`src/logic/dvbw_pkg.sv`:
```
// Constants, register map and types of the vertical blank window block.
// Assumes one pixel clock and a simple strobe register port.
// What this block does
// (RULE1) In raw mode blanking drops when line and pixel match the f1 end.
// (RULE2) In embedded-sync modes blanking drops on the same f1 end match.
// (RULE3) Blanking never feeds the V bit of the embedded timing codes.
// (RULE4) The f1 V bit comes only from its own f1 V-bit control register; the code takes it from bit 0 of the ADDR_VBIT register shared with f2.
// (RULE5) In raw mode blanking rises when line and pixel match the f2 start.
// (RULE6) In embedded-sync modes blanking rises on the same f2 start match.
// (RULE7) The f2 V bit comes only from its own f2 V-bit control register; the code takes it from bit 1 of the ADDR_VBIT register shared with f1.
// (RULE8) The f1 end register holds end line in 27-16, end pixel in 11-0.
// (RULE9) The f2 start register holds start line 27-16, start pixel 11-0.
// (RULE10) Bits 31-28 and 15-12 of both registers read zero, writes ignored.
// (RULE11) Blanking rises when line and pixel match the f1 start position.
// (RULE12) Blanking drops when line and pixel match the f2 end position.
// (RULE13) Matches are checked every clock, blanking holds between events.
package dvbw_pkg;
  // ==========================================================
  // Register map
  localparam logic [3:0]  ADDR_F1_END    = 4'h0;
  localparam logic [3:0]  ADDR_F2_START  = 4'h1;
  localparam logic [3:0]  ADDR_F1_START  = 4'h2;
  localparam logic [3:0]  ADDR_F2_END    = 4'h3;
  localparam logic [3:0]  ADDR_VBIT      = 4'h4;
  localparam logic [3:0]  ADDR_MODE      = 4'h5;
  localparam logic [3:0]  ADDR_STATUS    = 4'h6;
  localparam int          LINE_LSB       = 16;
  localparam int          PIXEL_LSB      = 0;
  localparam int          POS_W          = 12;
  localparam logic [11:0] POS_RESET      = 12'h000;
  localparam logic [31:0] READ_UNMAPPED  = 32'h0000_0000;

  // ==========================================================
  // Types
  typedef enum logic [2:0] {
    DVBW_RAW = 3'b001,
    DVBW_BT656 = 3'b010,
    DVBW_YC = 3'b100
  } dvbw_mode_e;

  typedef struct packed {
    logic [11:0] line;
    logic [11:0] pixel;
  } dvbw_pos_s;

  // Packs a position into a register word, reserved bits zero
  function automatic logic [31:0] packPos(input dvbw_pos_s p);
    packPos = {4'h0, p.line, 4'h0, p.pixel};
  endfunction

  // Unpacks a written word, dropping reserved bits
  function automatic dvbw_pos_s unpackPos(input logic [31:0] w);
    unpackPos.line  = w[LINE_LSB +: POS_W];
    unpackPos.pixel = w[PIXEL_LSB +: POS_W];
  endfunction
endpackage

```
`src/logic/dvbw_pos_if.sv`:
```
// Interface carrying the four blanking positions to the comparator.
// Assumes both ends run on the pixel clock.
`timescale 1ns/1ps
interface dvbw_pos_if;
  import dvbw_pkg::*;
  dvbw_pos_s f1Start;
  dvbw_pos_s f1End;
  dvbw_pos_s f2Start;
  dvbw_pos_s f2End;
  modport regs (output f1Start, f1End, f2Start, f2End);
  modport cmp  (input  f1Start, f1End, f2Start, f2End);
endinterface

```
`src/logic/dvbw_top.sv`:
```
// Top of the vertical blank window block with its register port.
// Assumes a single-cycle strobe master on the pixel clock.
//
// Our own choices: the register offsets and the strobed register port.
`timescale 1ns/1ps
module dvbw_top
  import dvbw_pkg::*;
(
  // Clock and reset
  input  wire logic        clock,
  input  wire logic        nrst,
  // Register port
  input  wire logic [3:0]  regAddr,
  input  wire logic [31:0] regWdata,
  input  wire logic        regWrite,
  input  wire logic        regRead,
  output logic [31:0]      regRdata,
  // Frame counters
  input  wire logic [11:0] frameLineCounter,
  input  wire logic [11:0] framePixelCounter,
  // Display outputs
  output logic             verticalBlankOut,
  output logic [2:0]       videoMode,
  output logic             f1VbitOut,
  output logic             f2VbitOut
);
  import dvbw_pkg::*;

  typedef struct packed {
    dvbw_pos_s  f1Start;
    dvbw_pos_s  f1End;
    dvbw_pos_s  f2Start;
    dvbw_pos_s  f2End;
    logic       f1Vbit;
    logic       f2Vbit;
    dvbw_mode_e mode;
    logic [31:0] rdata;
  } dvbw_regs_s;

  dvbw_regs_s st_r;
  dvbw_regs_s st_nxt;
  dvbw_pos_if posBus ();

  // ==========================================================
  // Register writes and reads
  always_comb begin
    st_nxt = st_r;
    st_nxt.rdata = '0;
    if (regWrite) begin
      unique case (regAddr)
        ADDR_F1_END:   st_nxt.f1End   = unpackPos(regWdata); // [RULE8] [RULE10]
        ADDR_F2_START: st_nxt.f2Start = unpackPos(regWdata); // [RULE9] [RULE10]
        ADDR_F1_START: st_nxt.f1Start = unpackPos(regWdata);
        ADDR_F2_END:   st_nxt.f2End   = unpackPos(regWdata);
        ADDR_VBIT: begin
          // V bits live apart from blanking positions
          st_nxt.f1Vbit = regWdata[0]; // [RULE4]
          st_nxt.f2Vbit = regWdata[1]; // [RULE7]
        end
        ADDR_MODE: begin
          if (regWdata[2:0] == DVBW_BT656 || regWdata[2:0] == DVBW_YC) begin
            st_nxt.mode = dvbw_mode_e'(regWdata[2:0]);
          end else begin
            st_nxt.mode = DVBW_RAW;
          end
        end
        default: ;
      endcase
    end
    if (regRead) begin
      unique case (regAddr)
        ADDR_F1_END:   st_nxt.rdata = packPos(st_r.f1End); // [RULE10]
        ADDR_F2_START: st_nxt.rdata = packPos(st_r.f2Start); // [RULE10]
        ADDR_F1_START: st_nxt.rdata = packPos(st_r.f1Start);
        ADDR_F2_END:   st_nxt.rdata = packPos(st_r.f2End);
        ADDR_VBIT:     st_nxt.rdata = {30'h0, st_r.f2Vbit, st_r.f1Vbit};
        ADDR_MODE:     st_nxt.rdata = {29'h0, st_r.mode};
        ADDR_STATUS:   st_nxt.rdata = {31'h0, verticalBlankOut};
        default:       st_nxt.rdata = READ_UNMAPPED;
      endcase
    end
  end

  always_ff @(posedge clock) begin
    if (!nrst) begin
      st_r <= '{f1Start: '0, f1End: '0, f2Start: '0, f2End: '0,
                f1Vbit: 1'b0, f2Vbit: 1'b0, mode: DVBW_RAW,
                rdata: 32'h0000_0000};
    end else begin
      st_r <= st_nxt;
    end
  end

  assign posBus.f1Start = st_r.f1Start;
  assign posBus.f1End   = st_r.f1End;
  assign posBus.f2Start = st_r.f2Start;
  assign posBus.f2End   = st_r.f2End;
  assign regRdata  = st_r.rdata;
  assign videoMode = st_r.mode;
  // Mode does not gate blanking; it only drives videoMode and the ADDR_MODE readback
  assign f1VbitOut = st_r.f1Vbit; // [RULE3] [RULE4]
  assign f2VbitOut = st_r.f2Vbit; // [RULE3] [RULE7]

  // ==========================================================
  // Blanking generator
  dvbw_vblank_gen uGen (
    .clock             (clock),
    .nrst              (nrst),
    .pos               (posBus),
    .frameLineCounter  (frameLineCounter),
    .framePixelCounter (framePixelCounter),
    .verticalBlankOut  (verticalBlankOut)
  );

  // ==========================================================
  // Checks
  property p_f1end_rd;
    @(posedge clock) disable iff (!nrst)
      (regRead && regAddr == ADDR_F1_END) |=>
        (regRdata[31:28] == 4'h0 && regRdata[15:12] == 4'h0 &&
         regRdata[27:16] == st_r.f1End.line &&
         regRdata[11:0] == st_r.f1End.pixel);
  endproperty
  a_f1end_rd: assert property (p_f1end_rd) else $error("f1 end read bad"); // [RULE8]

  property p_f2st_wr;
    @(posedge clock) disable iff (!nrst)
      (regWrite && regAddr == ADDR_F2_START) |=>
        (st_r.f2Start.line == $past(regWdata[27:16]) &&
         st_r.f2Start.pixel == $past(regWdata[11:0]));
  endproperty
  a_f2st_wr: assert property (p_f2st_wr) else $error("f2 start write bad"); // [RULE9]

  property p_resv;
    @(posedge clock) disable iff (!nrst)
      $past(regRead) && ($past(regAddr) == ADDR_F2_START) |->
        (regRdata[31:28] == 4'h0 && regRdata[15:12] == 4'h0);
  endproperty
  a_resv: assert property (p_resv) else $error("reserved bits nonzero"); // [RULE10]

  property p_vbit;
    @(posedge clock) disable iff (!nrst)
      !(regWrite && regAddr == ADDR_VBIT) |=> $stable(f1VbitOut);
  endproperty
  a_vbit: assert property (p_vbit) else $error("f1 vbit moved"); // [RULE4]

  property p_vbit2;
    @(posedge clock) disable iff (!nrst)
      !(regWrite && regAddr == ADDR_VBIT) |=> $stable(f2VbitOut);
  endproperty
  a_vbit2: assert property (p_vbit2) else $error("f2 vbit moved"); // [RULE7]

  c_wr: cover property (@(posedge clock) disable iff (!nrst)
    regWrite && regAddr == ADDR_F1_END);
  c_emb: cover property (@(posedge clock) disable iff (!nrst)
    videoMode == DVBW_BT656 && verticalBlankOut);
endmodule

```
`src/logic/dvbw_vblank_gen.sv`:
```
// Blanking level generator driven by frame counter matches.
// Assumes counters are synchronous to clock.
`timescale 1ns/1ps
module dvbw_vblank_gen
  import dvbw_pkg::*;
(
  // Clock and reset
  input  wire logic       clock,
  input  wire logic       nrst,
  // Positions and counters
  dvbw_pos_if.cmp         pos,
  input  wire logic [11:0] frameLineCounter,
  input  wire logic [11:0] framePixelCounter,
  // Output
  output logic            verticalBlankOut
);
  import dvbw_pkg::*;

  typedef struct packed {
    logic blank;
  } dvbw_gen_s;

  dvbw_gen_s st_r;
  dvbw_gen_s st_nxt;
  dvbw_pos_s here;
  logic      setHit;
  logic      clrHit;

  function automatic logic hit(input dvbw_pos_s a, input dvbw_pos_s b);
    hit = (a.line == b.line) && (a.pixel == b.pixel);
  endfunction

  // ==========================================================
  // Match logic, same in every mode
  always_comb begin
    here.line  = frameLineCounter;
    here.pixel = framePixelCounter;
    setHit = hit(here, pos.f1Start) || hit(here, pos.f2Start); // [RULE5] [RULE6] [RULE11]
    clrHit = hit(here, pos.f1End) || hit(here, pos.f2End); // [RULE1] [RULE2] [RULE12]
    st_nxt = st_r;
    // Set beats clear if positions coincide, so blanking is never lost
    if (setHit) begin
      st_nxt.blank = 1'b1;
    end else if (clrHit) begin
      st_nxt.blank = 1'b0;
    end // [RULE13]
  end

  always_ff @(posedge clock) begin
    if (!nrst) begin
      st_r <= '0;
    end else begin
      st_r <= st_nxt;
    end
  end

  assign verticalBlankOut = st_r.blank;

  // ==========================================================
  // Checks
  property p_rise;
    @(posedge clock) disable iff (!nrst)
      setHit |=> verticalBlankOut;
  endproperty
  a_rise: assert property (p_rise) else $error("blank did not rise"); // [RULE5]

  property p_fall;
    @(posedge clock) disable iff (!nrst)
      (clrHit && !setHit) |=> !verticalBlankOut;
  endproperty
  a_fall: assert property (p_fall) else $error("blank did not drop"); // [RULE1]

  property p_hold;
    @(posedge clock) disable iff (!nrst)
      (!setHit && !clrHit) |=> $stable(verticalBlankOut);
  endproperty
  a_hold: assert property (p_hold) else $error("blank moved alone"); // [RULE13]

  property p_f2end;
    @(posedge clock) disable iff (!nrst)
      (hit(here, pos.f2End) && !setHit) ##1 1'b1 |-> !verticalBlankOut;
  endproperty
  a_f2end: assert property (p_f2end) else $error("f2 end missed"); // [RULE12]

  c_rise: cover property (@(posedge clock) disable iff (!nrst)
    $rose(verticalBlankOut));
  c_fall: cover property (@(posedge clock) disable iff (!nrst)
    $fell(verticalBlankOut));
  c_both: cover property (@(posedge clock) disable iff (!nrst)
    setHit && clrHit);
endmodule

```
`config.mk`:
```
export PLATFORM = sky130hd
export DESIGN_NAME = dvbw_top
export DESIGN_NICKNAME = d
export VERILOG_FILES = /design/src/logic/dvbw_pkg.sv /design/src/logic/dvbw_pos_if.sv /design/src/logic/dvbw_top.sv /design/src/logic/dvbw_vblank_gen.sv
export SDC_FILE = /design/constraint.sdc
export NUM_CORES = 1
export LEC_CHECK = 0
export ABC_AREA = 1
export BUFFER_PORTS_ARGS = -buffer_cell sky130_fd_sc_hd__buf_4
export CAP_MARGIN = 20
export CORE_ASPECT_RATIO = 1.4
export CORE_MARGIN = 1
export CORE_UTILIZATION = 61
export DETAILED_ROUTE_END_ITERATION = 10
export PLACE_DENSITY = 0.94
export SYNTH_ARGS = -nofsm -noshare
export SYNTH_HDL_FRONTEND = slang
export SYNTH_SLANG_ARGS = --single-unit
```
`constraint.sdc`:
```
create_clock -name clock -period 1.7 [get_ports clock]
set_input_delay 0.255 -clock clock [delete_from_list [all_inputs] [get_ports clock]]
set_output_delay 0.255 -clock clock [all_outputs]
set_load 0.1 [all_outputs]
```
==> results of run 1 <==
==> worst max-delay path by stage <==
stage | startpoint | slack (ns) | cells after the start | endpoint
2_1_floorplan | f2VbitOut | 0.25 | 4 | regRdata[1]
3_3_place_gp | regAddr[3] | 0.17 | 8 | posBus.f2End[11]
3_5_place_dp | regAddr[3] | 0.14 | 8 | posBus.f2End[0]
4_1_cts | uGen.verticalBlankOut | 0.24 | 1 | verticalBlankOut
5_1_grt | uGen.verticalBlankOut | 0.17 | 1 | verticalBlankOut
6_report | uGen.verticalBlankOut | 0.16 | 1 | verticalBlankOut
==> registers in the layout, summed over array words and instances, names as in the netlist <==
name and flops:
posBus.f1End 24, regRdata 24, f2VbitOut 1, uGen.verticalBlankOut 1, posBus.f2Start 24, videoMode 3
posBus.f2End 24, f1VbitOut 1, posBus.f1Start 24
==> through the flow <==
step / instance area [sq um] / setup WS [ns] / util / power, uW / hold slack [ns]
CTS: 7480 / 0.242 / 0.756 / 7120 / 0.119
detailed placement: 6940 / 0.144 / 0.701 / 3860 / 0.463
floorplan: 6230 / 0.251 / - / 3590 / 0.415
finish: 7480 / 0.165 / 0.756 / 7160 / 0.121
global route: 7480 / 0.170 / 0.756 / 7330 / 0.134
global placement: 6940 / 0.168 / 0.701 / 3840 / 0.455
==> per-layer routing <==
metal / track usage / routed length [um]
met1: 0.372 / 6530
met2: 0.597 / 9020
met3: 0.103 / 1610
met4: 0.242 / 1080
met5: 0 / 0
==> cell usage after synthesis (all sizes together) <==
| cell type | instances |
|---|---|
| a211oi | 1 |
| a21oi | 106 |
| a221oi | 21 |
| a31oi | 1 |
| a32oi | 1 |
| buf | 31 |
| clkbuf | 23 |
| conb | 1 |
| dfxtp | 126 |
| inv | 120 |
| nand2 | 214 |
| nand3 | 25 |
| nand4 | 2 |
| nor2 | 72 |
| o211ai | 1 |
| o21ai | 89 |
| o22ai | 26 |
| xnor2 | 30 |
| xor2 | 12 |
==> power groups by stage <==
| stage | clock, uW | combinational (uW) | sequential, uW |
|---|---|---|---|
| after detailed placement | 0 | 756 | 3100 |
| after CTS | 3310 | 773 | 3040 |
| after floorplan | 0 | 471 | 3120 |
| after global routing | 3430 | 851 | 3050 |
| after global placement | 0 | 741 | 3100 |
| final | 3320 | 789 | 3040 |
==> cell type report <==
class / instances / area share
inverters: 120 / 0.0602
flip-flops and latches: 126 / 0.337
multi-input cells: 609 / 0.399
clock inverters: 7 / 0.00468
well taps: 135 / 0.0226
repair buffers: 102 / 0.109
clock buffers: 25 / 0.0676
==> cell families (layout without fill, tap and decap cells) <==
family,Yosys count,in the layout,share of synthesized area
compound gates,246,246,0.218
xor+xnor,42,42,0.0593
buf+inv,174,254,0.117
flops,126,126,0.407
other cells,1,8,0.000604
simple gates,313,313,0.198
==> results_dict.tcl, run 1 <==
set metrics [dict create \
    nNetsFinal 1040 \
    path_class "reg -> out" \
    cts_hold_buffers 0 \
    slew_violations 0 \
    worst_pin_slew_ns 0.573 \
    post-route-period-util 0.903 \
    cpPeakStageDelay_ns 0.49 \
    die_h_um 121 \
    arrival_ns 1.28 \
    synthTopCellsByArea "dfxtp_1 (41%), nand2_1 (13%), a21oi_1 (8.6%)" \
    grt_max_degree 65 \
    clockBufferDepth 2 \
    synth_top_area_frac 0.407 \
    cp-start-kind "register" \
    holdPathStages 3 \
    layout_commonest_cell "nand2_1" \
    fillCellCount 696 \
    reg2regPathDepth 9 \
    vias 6501 \
    syn_inst 902 \
    internal_power_uw 5310 \
    coreArea_sq_um 9900 \
    grt_pass1_vias 6188 \
    rsz0062_at_grt "false" \
    critPathBufInv 1 \
    grt.overflow.total 0 \
    yosysWarnings 0 \
    min_period_ns 1.54 \
    grt_first_pass_wirelength_mm 28.4 \
    worstSkewPairLatency_ns 0.42 \
    wl_per_cell_um 16.2 \
    power.share.combinational 0.110 \
    antenna_found_initial 0 \
    powerDensity_nw_per_um2 957 \
    drt_iter0_drc 706 \
    clkPwrFrac 0.464 \
    multiInputGateArea_sq_um 2980 \
    drt_pre_antenna_iters 6 \
    critical-path-top-delay-family "flip-flops" \
    p_seq_frac 0.426 \
    dieWidth_um 87.2 \
    post_cts_buffers 0 \
    cts.clk_slew.worst_paths_ns 0.06 \
    io_pins 102 \
    cp-end-kind "output pin" \
    num_antenna_cells 0 \
    syn-cell-area_sq_um 6200 \
    r2r-start "posBus.f2End[7]" \
    leakage_uw 0.00311 \
    grt_use_total 0.353 \
    hold_path.class "in -> reg" \
    skew_ns 0.00604 \
    hold_end "posBus.f2End[7]" \
    place_congestion 0.873 \
    port_buffers 85 \
    drtAntennaViolNets 0 \
    yosys.area.top_type "dfxtp_1" \
    final_cells 1124 \
    swShare 0.258 \
    rows 43 \
    maxCapViolations 0 \
    ir_worst_vdd_v 0.000834 \
    finalSetupTns_ns 0 \
    finalSetupViolations 0 \
    start_util 0.627 \
    hpwlAfterDp_mm 11.2 \
    outcome "finished, final reports clean" \
    area_growth_pct 20.5 \
    htree_levels 4 \
    relSlewSlack 0.618 \
    wl_mm 18.2 \
    postSynthAreaPerCell_sq_um 6.88 \
    r2r_setup_slack_ns 0.34 \
    cts.sink_count 126 \
    synthDistinctLibCells 26 \
    dp.cells 1092 \
    crit_slowest_cell "dfxtp_1" \
    drive_gt1_frac 0.144 \
    clockRootBuffer "clkbuf_16" \
    avgViaCountPerCell 5.78 \
    dieArea_sq_um 10600 \
    tritoncts "yes" \
    required_ns 1.44 \
    reg2reg_to "uGen.verticalBlankOut" \
    ys_seq_area_frac 0.407 \
    cts-resized-gates 0 \
    route.detailed.drc 0 \
    worst-path-max-fanout 3 \
    cts_buffers 17 \
    fmax_mhz 651 \
    ys_ff_latch 126 \
    final_cell_mix "nand2_1 (211), dfxtp_1 (126), inv_1 (115)" \
    power_switching_uw 1850 \
    min_from "regWdata[7]" \
    hold_viol 0 \
    cp_cell_sequence "buf_4" \
    regArea_sq_um 2520 \
]
Power figures use the tool's default switching activity.
==> run 2: changes to the inputs <==
--- a/config.mk
+++ b/config.mk
@@ -12,7 +12,7 @@
 export CORE_MARGIN = 1
 export CORE_UTILIZATION = 61
 export DETAILED_ROUTE_END_ITERATION = 10
-export PLACE_DENSITY = 0.94
+export PLACE_DENSITY = 0.85
 export SYNTH_ARGS = -nofsm -noshare
 export SYNTH_HDL_FRONTEND = slang
 export SYNTH_SLANG_ARGS = --single-unit
==> run 2 against run 1 <==
Against the previous run:
- non-clock buffer count down 2
- largest power group unchanged
- fmax increased by 7.4%
- global-route usage down 2.5 points
==> results_dict.tcl, run 2 (synthesized netlist as in run 1, its figures left out) <==
set metrics [dict create \
    tritoncts "yes" \
    die_h_um 121 \
    swShare 0.231 \
    worst_pin_slew_ns 0.635 \
    outcome "finished, final reports clean" \
    cts.sink_count 126 \
    hold_viol 0 \
    final_cell_mix "nand2_1 (211), dfxtp_1 (126), inv_1 (115)" \
    fmax_mhz 699 \
    internal_power_uw 6090 \
    route.detailed.drc 0 \
    critPathBufInv 1 \
    antenna_found_initial 0 \
    crit_slowest_cell "dfxtp_1" \
    place_congestion 0.885 \
    worstSkewPairLatency_ns 0.42 \
    cts-resized-gates 0 \
    power_switching_uw 1830 \
    post_cts_buffers 0 \
    grt_use_total 0.327 \
    cts_buffers 17 \
    maxCapViolations 0 \
    grt.overflow.total 0 \
    hold_path.class "in -> reg" \
    clockRootBuffer "clkbuf_16" \
    io_pins 102 \
    drtAntennaViolNets 0 \
    cpPeakStageDelay_ns 0.43 \
    dieWidth_um 87.2 \
    path_class "reg -> out" \
    rows 43 \
    drt_pre_antenna_iters 6 \
    nNetsFinal 1038 \
    post-route-period-util 0.841 \
    htree_levels 4 \
    area_growth_pct 22.8 \
    placed_area_sq_um 6950 \
    hpwlAfterDp_mm 10.9 \
    min_period_ns 1.43 \
    wl_mm 16.6 \
    drive_gt1_frac 0.143 \
    rsz0062_at_grt "false" \
    relSlewSlack 0.576 \
    powerDensity_nw_per_um2 1040 \
    p_seq_frac 0.384 \
    dieArea_sq_um 10600 \
    stdcell_area_sq_um 7620 \
    slew_violations 0 \
    coreArea_sq_um 9900 \
    port_buffers 85 \
    grt_max_degree 49 \
    power.share.combinational 0.097 \
    cp-start-kind "register" \
    skew_ns 0.00506 \
    drt_iter0_drc 511 \
    critical-path-top-delay-family "flip-flops" \
    cp-end-kind "output pin" \
    layout_commonest_cell "nand2_1" \
    vias 6168 \
    leakage_uw 0.00316 \
    cts.clk_slew.worst_paths_ns 0.05 \
    required_ns 1.44 \
    finalSetupViolations 0 \
    cp_cell_sequence "buf_4" \
    start_util 0.627 \
    avgViaCountPerCell 5.50 \
    fillCellCount 753 \
    finalSetupTns_ns 0 \
    grt_first_pass_wirelength_mm 26.3 \
    clkPwrFrac 0.519 \
    clockBufferDepth 2 \
    wl_per_cell_um 14.8 \
    cts_hold_buffers 0 \
    num_antenna_cells 0 \
    arrival_ns 1.17 \
    worst-path-max-fanout 3 \
    ir_worst_vdd_v 0.000766 \
    grt_pass1_vias 5808 \
]
[run 2: changes by cell type in the layout (fill, tap and decap cells not counted)]
cell        before  now
bufinv_16        0    6
buf_4           98   94
clkbuf_8         5    2
clkinv_2         7    3
clkbuf_1         3    2
clkinv_4         0    1
buf_12           4    6
clkinvlp_4       0    1
[run 2: worst paths after layout]
kind | start | to | slack [ns] | depth (start not counted)
hold reg to reg | f1VbitOut | f1VbitOut | 0.47 | 2
setup reg to reg | posBus.f2End[7] | uGen.verticalBlankOut | 0.35 | 9
setup / recovery | uGen.verticalBlankOut | verticalBlankOut | 0.27 | 1
hold / removal | regWdata[6] | posBus.f2End[6] | 0.12 | 3
[run 2: power groups by stage]
| stage | logic [uW] | registers [uW] | clock network [uW] |
|---|---|---|---|
| floorplan | 471 | 3120 | 0 |
| global placement | 743 | 3100 | 0 |
| detailed placement | 753 | 3100 | 0 |
| CTS | 762 | 3040 | 4110 |
| global route | 842 | 3050 | 4270 |
| finish | 770 | 3040 | 4100 |
[run 2: through the flow]
step | total power, uW | util | setup WS (ns) | instances | hold WS, ns
after detailed placement | 3860 | 0.702 | 0.109 | 1090 | 0.465
after global routing | 8160 | 0.770 | 0.231 | 1122 | 0.126
after floorplan | 3590 | - | 0.251 | 909 | 0.415
final | 7920 | 0.770 | 0.270 | 1122 | 0.120
after CTS | 7920 | 0.770 | 0.276 | 1122 | 0.123
after global placement | 3840 | 0.702 | 0.172 | 1090 | 0.456
[run 2: metal layers]
metal,part of all wire,track usage,up-vias
met4,0.046,0.222,0
li1,-,-,3043
met3,0.068,0.0776,67
met5,0,0,-
met1,0.38,0.353,2780
met2,0.51,0.559,278
[run 2: cell type report]
cell class | count | area (sq um) | share of cell area
timing repair buffer | 100 | 826 | 0.108
multi-input combinational | 609 | 2980 | 0.391
clock buffer | 21 | 460 | 0.0604
clock inverter | 11 | 211 | 0.0277
sequential | 126 | 2520 | 0.331
tap | 135 | 169 | 0.0222
inverter | 120 | 450 | 0.0591
